[config.mk]
export PLATFORM = sky130hd
export DESIGN_NAME = crsec_top
export DESIGN_NICKNAME = d
export VERILOG_FILES = /design/src/common/crsec_pkg.sv /design/src/hdl/crsec_top.sv
export SDC_FILE = /design/constraint.sdc
export NUM_CORES = 1
export LEC_CHECK = 0
export BUFFER_PORTS_ARGS = -buffer_cell sky130_fd_sc_hd__clkbuf_2
export CELL_PAD_IN_SITES_DETAIL_PLACEMENT = 0
export CELL_PAD_IN_SITES_GLOBAL_PLACEMENT = 1
export CORE_MARGIN = 3
export CORE_UTILIZATION = 49
export CTS_CLUSTER_DIAMETER = 60
export CTS_CLUSTER_SIZE = 24
export DETAILED_ROUTE_END_ITERATION = 7
export PLACE_DENSITY = 0.95
export REMOVE_ABC_BUFFERS = 1
export SYNTH_ARGS = -nofsm -noshare
export SYNTH_HDL_FRONTEND = slang
export SYNTH_SLANG_ARGS = --single-unit
[constraint.sdc]
create_clock -name clk_i -period 6.9 [get_ports clk_i]
set_input_delay 0.345 -clock clk_i [delete_from_list [all_inputs] [get_ports clk_i]]
set_output_delay 0.345 -clock clk_i [all_outputs]
set_load 0.05 [all_outputs]
[src/common/crsec_pkg.sv]
// Package: constants, types and register map of the code-memory protection block
package crsec_pkg;
   // ****************************************************************
   // Sizes
   // ****************************************************************
   localparam int unsigned CRSEC_KEY_BYTES = 64;
   localparam int unsigned CRSEC_KEY_AW = 6;
   localparam int unsigned CRSEC_CODE_AW = 16;
   localparam logic [7:0] CRSEC_KEY_BLANK = 8'hFF;
   localparam logic [7:0] CRSEC_BYTE_ZERO = 8'h00;
   // Option byte: bit 0 fetch lock, bit 1 verify lock, 0 means enabled
   localparam int unsigned CRSEC_OPT_FETCH_BIT = 0;
   localparam int unsigned CRSEC_OPT_VERIFY_BIT = 1;
   localparam logic [7:0] CRSEC_OPT_RESET = 8'hFF;

   // ****************************************************************
   // Register map (byte addresses)
   // ****************************************************************
   localparam logic [7:0] CRSEC_REG_CTRL = 8'h00;
   localparam logic [7:0] CRSEC_REG_ADDR = 8'h04;
   localparam logic [7:0] CRSEC_REG_DATA = 8'h08;
   localparam logic [7:0] CRSEC_REG_OPT = 8'h0C;
   localparam logic [7:0] CRSEC_REG_STAT = 8'h10;
   localparam logic [7:0] CRSEC_REG_VERIFY = 8'h14;
   // Control register commands (write value, bits 2:0)
   localparam logic [2:0] CRSEC_CMD_NONE = 3'h0;
   localparam logic [2:0] CRSEC_CMD_PGM_CODE = 3'h1;
   localparam logic [2:0] CRSEC_CMD_PGM_KEY = 3'h2;
   localparam logic [2:0] CRSEC_CMD_PGM_OPT = 3'h3;
   localparam logic [2:0] CRSEC_CMD_VERIFY = 3'h4;
   localparam logic [1:0] CRSEC_RESP_OKAY = 2'b00;
   localparam logic [1:0] CRSEC_RESP_SLVERR = 2'b10;

   // ****************************************************************
   // Carriers
   // ****************************************************************
   typedef enum logic [1:0] {
      CRSEC_IDLE = 2'b00,
      CRSEC_RESP = 2'b01
   } crsec_bus_e;

   // Code-memory port of the core
   typedef struct packed {
      logic pgm_en;
      logic [CRSEC_CODE_AW-1:0] addr;
      logic [7:0] wdata;
   } crsec_mem_req_s;

   // Fetch request from the core
   typedef struct packed {
      logic movc;
      logic from_external;
   } crsec_fetch_s;
endpackage : crsec_pkg

[src/hdl/crsec_top.sv]
// Code-memory protection: lock bits, external-access latch, key scrambled verify, AXI4-Lite access
//
// Added by the designer: the AXI4-Lite interface to the registers and the placing of the registers.
`timescale 1ns/100ps
module crsec_top
   import crsec_pkg::*;
(
   input wire logic clk_i,
   input wire logic rst_i,
   input wire logic external_access_select_i,
   input wire crsec_fetch_s fetch_i,
   output logic fetch_block_o,
   output logic external_access_o,
   output crsec_mem_req_s mem_o,
   input wire logic [7:0] mem_rdata_i,
   input wire logic [31:0] s_axi_awaddr,
   input wire logic s_axi_awvalid,
   output logic s_axi_awready,
   input wire logic [31:0] s_axi_wdata,
   input wire logic [3:0] s_axi_wstrb,
   input wire logic s_axi_wvalid,
   output logic s_axi_wready,
   output logic [1:0] s_axi_bresp,
   output logic s_axi_bvalid,
   input wire logic s_axi_bready,
   input wire logic [31:0] s_axi_araddr,
   input wire logic s_axi_arvalid,
   output logic s_axi_arready,
   output logic [31:0] s_axi_rdata,
   output logic [1:0] s_axi_rresp,
   output logic s_axi_rvalid,
   input wire logic s_axi_rready
);

   typedef struct packed {
      logic [CRSEC_KEY_BYTES-1:0][7:0] key;
      logic [7:0] opt;
      logic ea_latch;
      logic ea_sampled;
      logic [CRSEC_CODE_AW-1:0] addr;
      logic [7:0] wdata;
      logic [7:0] verify;
      logic refused;
      logic pgm_en;
      logic aw_got;
      logic w_got;
      logic [7:0] aw_addr;
      logic [31:0] w_data;
      logic [3:0] w_strb;
      crsec_bus_e wr_st;
      logic [1:0] bresp;
      crsec_bus_e rd_st;
      logic [31:0] rdata;
      logic [1:0] rresp;
   } crsec_state_s;

   crsec_state_s st_reg;
   crsec_state_s st_next;
   logic fetch_lock;
   logic verify_lock;
   logic wr_go;
   logic rd_go;
   logic [7:0] verify_byte;
   logic [3:0] stat_bits;

   // ****************************************************************
   // Lock decode
   // ****************************************************************
   assign fetch_lock = ~st_reg.opt[CRSEC_OPT_FETCH_BIT];
   // Undefined combination (verify lock alone) treated as verify lock only
   assign verify_lock = ~st_reg.opt[CRSEC_OPT_VERIFY_BIT];
   // Limitation: option byte and key stand for one-time cells but are blanked by every reset,
   // so a locked part comes back unlocked after the next reset

   // Only code-table reads run from external code are blocked; internal fetches always pass
   assign fetch_block_o = fetch_lock & fetch_i.movc & fetch_i.from_external;
   // Pin passes straight through when unlocked; latched value when locked
   assign external_access_o = fetch_lock ? st_reg.ea_latch : external_access_select_i;

   assign mem_o.pgm_en = st_reg.pgm_en;
   assign mem_o.addr = st_reg.addr;
   assign mem_o.wdata = st_reg.wdata;

   // Write runs one cycle after both halves are held, so address and data may come in either order
   assign wr_go = st_reg.aw_got & st_reg.w_got & (st_reg.wr_st == CRSEC_IDLE);
   assign rd_go = s_axi_arvalid & (st_reg.rd_st == CRSEC_IDLE);

   // One write and one read in flight at most; ready stays low while the answer stands
   assign s_axi_awready = ~st_reg.aw_got & (st_reg.wr_st == CRSEC_IDLE);
   assign s_axi_wready = ~st_reg.w_got & (st_reg.wr_st == CRSEC_IDLE);
   assign s_axi_bvalid = (st_reg.wr_st == CRSEC_RESP);
   assign s_axi_bresp = st_reg.bresp;
   assign s_axi_arready = (st_reg.rd_st == CRSEC_IDLE);
   assign s_axi_rvalid = (st_reg.rd_st == CRSEC_RESP);
   assign s_axi_rdata = st_reg.rdata;
   assign s_axi_rresp = st_reg.rresp;

   function automatic logic [7:0] crsec_lane(input logic [31:0] d, input logic [3:0] s, input logic [7:0] old);
      crsec_lane = s[0] ? d[7:0] : old;
   endfunction

   // ****************************************************************
   // Key scrambling and status
   // ****************************************************************
   // Key byte picked by the low address bits; the same pick serves programming and verify
   function automatic logic [CRSEC_KEY_AW-1:0] crsec_key_index(input logic [CRSEC_CODE_AW-1:0] a);
      crsec_key_index = a[CRSEC_KEY_AW-1:0];
   endfunction

   // Blank key byte is all ones, so XNOR leaves the code byte unchanged
   assign verify_byte = ~(mem_rdata_i ^ st_reg.key[crsec_key_index(st_reg.addr)]);
   assign stat_bits = {st_reg.ea_latch, verify_lock, fetch_lock, st_reg.refused};

   // ****************************************************************
   // Next state
   // ****************************************************************
   always_comb begin
      st_next = st_reg;
      st_next.pgm_en = 1'b0;
      // Sampled once in the first cycle after reset release
      if (!st_reg.ea_sampled) begin
         st_next.ea_latch = external_access_select_i;
         st_next.ea_sampled = 1'b1;
      end
      if (s_axi_awvalid && s_axi_awready) begin
         st_next.aw_got = 1'b1;
         st_next.aw_addr = s_axi_awaddr[7:0];
      end
      if (s_axi_wvalid && s_axi_wready) begin
         st_next.w_got = 1'b1;
         st_next.w_data = s_axi_wdata;
         st_next.w_strb = s_axi_wstrb;
      end
      if (wr_go) begin
         st_next.aw_got = 1'b0;
         st_next.w_got = 1'b0;
         st_next.wr_st = CRSEC_RESP;
         st_next.bresp = CRSEC_RESP_OKAY;
         unique case (st_reg.aw_addr)
            CRSEC_REG_ADDR: begin
               if (st_reg.w_strb[0]) st_next.addr[7:0] = st_reg.w_data[7:0];
               if (st_reg.w_strb[1]) st_next.addr[15:8] = st_reg.w_data[15:8];
            end
            CRSEC_REG_DATA: st_next.wdata = crsec_lane(st_reg.w_data, st_reg.w_strb, st_reg.wdata);
            CRSEC_REG_CTRL: begin
               if (st_reg.w_strb[0]) begin
                  unique case (st_reg.w_data[2:0])
                     CRSEC_CMD_PGM_CODE: begin
                        if (fetch_lock) st_next.refused = 1'b1;
                        else st_next.pgm_en = 1'b1;
                     end
                     CRSEC_CMD_PGM_KEY: begin
                        if (fetch_lock) st_next.refused = 1'b1;
                        else st_next.key[crsec_key_index(st_reg.addr)] = st_reg.wdata;
                     end
                     // One-way: option bits only go from 1 to 0
                     CRSEC_CMD_PGM_OPT: st_next.opt = st_reg.opt & st_reg.wdata;
                     CRSEC_CMD_VERIFY: begin
                        if (verify_lock) begin
                           st_next.refused = 1'b1;
                           st_next.verify = CRSEC_BYTE_ZERO;
                        end else begin
                           // Only the scrambled byte leaves the block, never the key itself
                           st_next.verify = verify_byte;
                        end
                     end
                     default: st_next.refused = st_reg.refused;
                  endcase
               end
            end
            CRSEC_REG_STAT: begin
               // Write one clears the refusal flag
               if (st_reg.w_strb[0] && st_reg.w_data[0]) st_next.refused = 1'b0;
            end
            default: st_next.bresp = CRSEC_RESP_SLVERR;
         endcase
      end
      if (st_reg.wr_st == CRSEC_RESP && s_axi_bready) st_next.wr_st = CRSEC_IDLE;
      if (rd_go) begin
         st_next.rd_st = CRSEC_RESP;
         st_next.rresp = CRSEC_RESP_OKAY;
         st_next.rdata = '0;
         // Key is never mapped for reading
         unique case (s_axi_araddr[7:0])
            CRSEC_REG_CTRL: st_next.rdata = '0;
            CRSEC_REG_ADDR: st_next.rdata[15:0] = st_reg.addr;
            CRSEC_REG_DATA: st_next.rdata[7:0] = st_reg.wdata;
            CRSEC_REG_OPT: st_next.rdata[7:0] = st_reg.opt;
            CRSEC_REG_STAT: st_next.rdata[3:0] = stat_bits;
            CRSEC_REG_VERIFY: st_next.rdata[7:0] = st_reg.verify;
            default: st_next.rresp = CRSEC_RESP_SLVERR;
         endcase
      end
      if (st_reg.rd_st == CRSEC_RESP && s_axi_rready) st_next.rd_st = CRSEC_IDLE;
   end

   // ****************************************************************
   // State register
   // ****************************************************************
   always_ff @(posedge clk_i) begin
      if (rst_i) begin
         // Key and option return to blank; the select latch reloads in the first cycle after release
         st_reg <= '0;
         st_reg.key <= {CRSEC_KEY_BYTES{CRSEC_KEY_BLANK}};
         st_reg.opt <= CRSEC_OPT_RESET;
         st_reg.wr_st <= CRSEC_IDLE;
         st_reg.rd_st <= CRSEC_IDLE;
      end else begin
         st_reg <= st_next;
      end
   end
endmodule // crsec_top

==> summary.md <==
| Metric | Value |
|---|---|
| Status | `finished, final reports clean` |
| Avg Synthesized Cell Area | `slightly below 8 um2` |
| Filler Cells Inserted | `5163` |
| Initial antenna violation count | `3` |
| Max Slew Vio Count | `0` |
| RSZ-0062 raised after global routing | `false` |
| Clk slew on worst S/H paths | `about 90 ps` |
| Worst Path Required | `roughly 7400 ps` |
| Number of diodes | `0` |
| Multi-input gate area | `13500 um2` |
| GP Congestion | `0.822` |
| CTS tree | `yes` |
| Register-to-register setup slack | `3080 ps` |
| Hold slack | `~33 ps` |
| Hold Vio Cnt, Final | `0` |
| Setup TNS | `0 ps` |
| Vias in the first global route | `around 22000` |
| Cts repair resizes | `0` |
| R2R cell count | `7` |
| Ys async rst share | `0%` |
| Synthesized area | `~27000 um2` |
| Crit path DAT | `around 4300 ps` |
| Cts-stage hold buffer count | `27` |
| CP peak stage delay | `roughly 820 ps` |
| Layout cells sized above 1 | `~8.0%` |
| Part of the Yosys area used for sequential elements | `about 44%` |
| FF-to-FF Start | `st_reg[76]` |
| Worst-path maximum fanout | `54` |
| Area leader, netlist | `dfxtp_1` |
| Die width | `242 um` |
| Hpwl dp | `around 47 mm` |
| Top cell type's share of synthesized area | `between 40% and 50%` |
| GRT Total Usage | `between 20% and 30%` |
| Routed via count | `approximately 24000` |
| Final ANT Viol Nets | `0` |
| Final Instance Count excl. Fillers | `between 4000 and 5000` |
| Postcts setup bufs | `0` |
| Final setup vio count | `0` |
| Yosys warning total | `0` |
| # clock sinks | `around 600` |
| Ports | `186` |
| Pwr/cell area | `221 nW/um2` |
| Global route total overflow | `0` |
| Total power | `6440 uW` |
| Leak pwr | `between 0.009 and 0.01 uW` |
| Min-Delay Path Class | `in -> reg` |
| Worst rel slew slack | `between 20% and 30%` |
| Placeable Area | `54500 um2` |
| Final worst path period share | `between 50 and 60%` |
| Final wirelength | `just over 80 mm` |
| CP max-delay cell | `nor4b_4` |
| Post-synth top flop | `dfxtp_1` |
| First-pass GRT wire length | `126 mm` |
| Crit path from | `st_reg[76]` |
| Crit path to | `st_reg[170]` |
| Startpoint Class | `flop` |
| CTS buffer count | `40` |
| Post-synth EDFFs | `0` |
| Initial drt markers | `roughly 2800` |
| Crit path capture type | `flop` |
| Register Area | `12100 um2` |
| Longest Clk Path Bufs | `3` |
| Seq cells post-synth | `~600` |
| NumNets Final | `roughly 3400` |
| Largest net degree at the start of global routing | `around 180` |
| Utilization after layout | `~54%` |
| Max Cap Violations | `0` |
| Clk root buf | `clkbuf_16` |
| Setup Crit Path Kind | `reg -> reg` |
| Distinct cells, synth | `52` |
| Worst skew pair latency | `between 600 and 700 ps` |
| Cell count after synthesis | `3439` |
| Capturing point of the worst reg2reg path | `st_reg[170]` |
| DIE AREA | `between 50000 and 60000 um2` |
| Routed WL per cell | `between 20 and 25 um` |
| Critical Path, Cell by Cell | `or4_4 -> nor4b_4 -> nand4_1 -> buf_4 -> nor2_1 -> nand2_1 -> nand3_1` |
| Max Clk Rate | `~0.26 GHz` |
| Fin crit period | `3820 ps` |
| Synth top area cells | `dfxtp_1 (44%), nand3_1 (11%), mux2i_1 (9.9%)` |
| VDD IR max | `143 uV` |
| Clock skew | `approximately 39 ps` |
| Row Count | `85` |
| Buffers added on ports | `between 100 and 150` |
| Area growth syn-to-layout | `7.14%` |
| Initial cell density of the core | `between 50% and 60%` |
| Via density | `5.97` |
| Post-Place Cells | `3957` |
| Number of flip-flops in the largest register | `~560` |
| CTS H-Tree Depth | `2` |
| Die height | `around 240 um` |
| Slew @ Worst Pin | `about 1100 ps` |
| DRC viols | `0` |
| Pre-Repair DR Iteration Count | `6` |
-- how the worst min path moves through the flow --
stage / slack (ps) / endpoint / depth (start not counted) / from
5_1_grt: 30 / st_reg[94] / 3 / mem_rdata_i[6]
3_5_place_dp: 450 / st_reg[54] / 2 / st_reg[54]
4_1_cts: 5 / st_reg[94] / 3 / mem_rdata_i[6]
3_3_place_gp: 440 / s_axi_rdata[10] / 2 / s_axi_rdata[10]
6_report: 30 / st_reg[93] / 3 / mem_rdata_i[5]
2_1_floorplan: 410 / mem_o[0] / 1 / rst_i
-- Yosys cell counts (5+ instances only) --
library cell / count
a21oi_1: 74
a22oi_1: 120
and2_1: 6
buf_1: 44
buf_2: 13
buf_4: 62
clkbuf_1: 263
dfxtp_1: 604
inv_1: 5
mux2_2: 5
mux2i_1: 268
nand2_1: 646
nand2b_1: 7
nand3_1: 595
nand4_1: 20
nand4_2: 5
nor2_1: 91
nor2_8: 6
nor2b_1: 10
o211ai_1: 9
o21ai_0: 527
or4_1: 9
-- layer usage --
metal,vias up,routed length [um],GRT usage (%)
met2,973,37500,42.2
met1,11500,35600,37.0
met3,119,6230,3.77
met5,-,36,0
met4,6,2060,7.67
li1,11600,-,-
-- cells in the final DEF (no fill, tap or decap), types with 5 or more instances in the layout --
cell type | Yosys | final
buf_4 | 62 | 42
clkbuf_8 | 0 | 7
nor2b_1 | 10 | 8
inv_6 | 0 | 6
clkbuf_16 | 0 | 41
nor2_8 | 6 | 6
o21ai_0 | 527 | 527
o211ai_1 | 9 | 9
dfxtp_2 | 0 | 8
and2_1 | 6 | 5
inv_8 | 0 | 6
dfxtp_1 | 604 | 595
nand3_1 | 595 | 595
clkbuf_2 | 0 | 101
or4_1 | 9 | 9
mux2i_1 | 268 | 268
nor2_1 | 91 | 90
a21oi_1 | 74 | 74
nand4_1 | 20 | 20
conb_1 | 1 | 18
nand4_2 | 5 | 5
a22oi_1 | 120 | 120
mux2_2 | 5 | 5
nand2_1 | 646 | 642
dlygate4sd3_1 | 0 | 27
-- power breakdown --
group	total, uW	internal, uW	leakage [uW]	switching (uW)
Combinational	212	56.2	0.00353	156
Sequential	3510	3500	0.00490	16.1
Clock	2710	1340	0.000699	1370
-- metrics by stage --
stage	worst slack, ps	cell area, um2
after global placement	3240	27500
after detailed placement	3190	27500
after CTS	3160	29200
after global routing	2810	29200
after floorplan	-7980	25600
final	3080	29200
-- area by class of cell --
class | count | area share [%]
Clock buffer | 50 | 3.87
Clock inverter | 24 | 1.10
Inverter | 6 | 0.103
Multi-Input combinational cell | 2462 | 46.3
Sequential cell | 604 | 41.5
Tap cell | 739 | 3.17
Timing Repair Buffer | 173 | 3.95
-- critical path, delay by kind of cell, from the launching register on --
kind | cells | cell delay, ps
buffers and inverters | 1 | 520
DFF | 1 | 320
and+or+nand+nor | 6 | 2890
-- cells by family (layout without fill, tap and decap cells) --
| logic type | Yosys count | after routing | synth area share [%] |
|---|---|---|---|
| other | 1 | 18 | 0.0138 |
| AOI/OAI and AO/OA | 750 | 750 | 15.2 |
| and+or+nand+nor | 1420 | 1420 | 23.9 |
| DFF | 604 | 604 | 44.4 |
| buffers and inverters | 390 | 253 | 6.38 |
| xor gates and xnor gates | 1 | 1 | 0.0322 |
| muxes | 273 | 273 | 10.1 |
No activity file was read; power rests on OpenSTA's default activity.
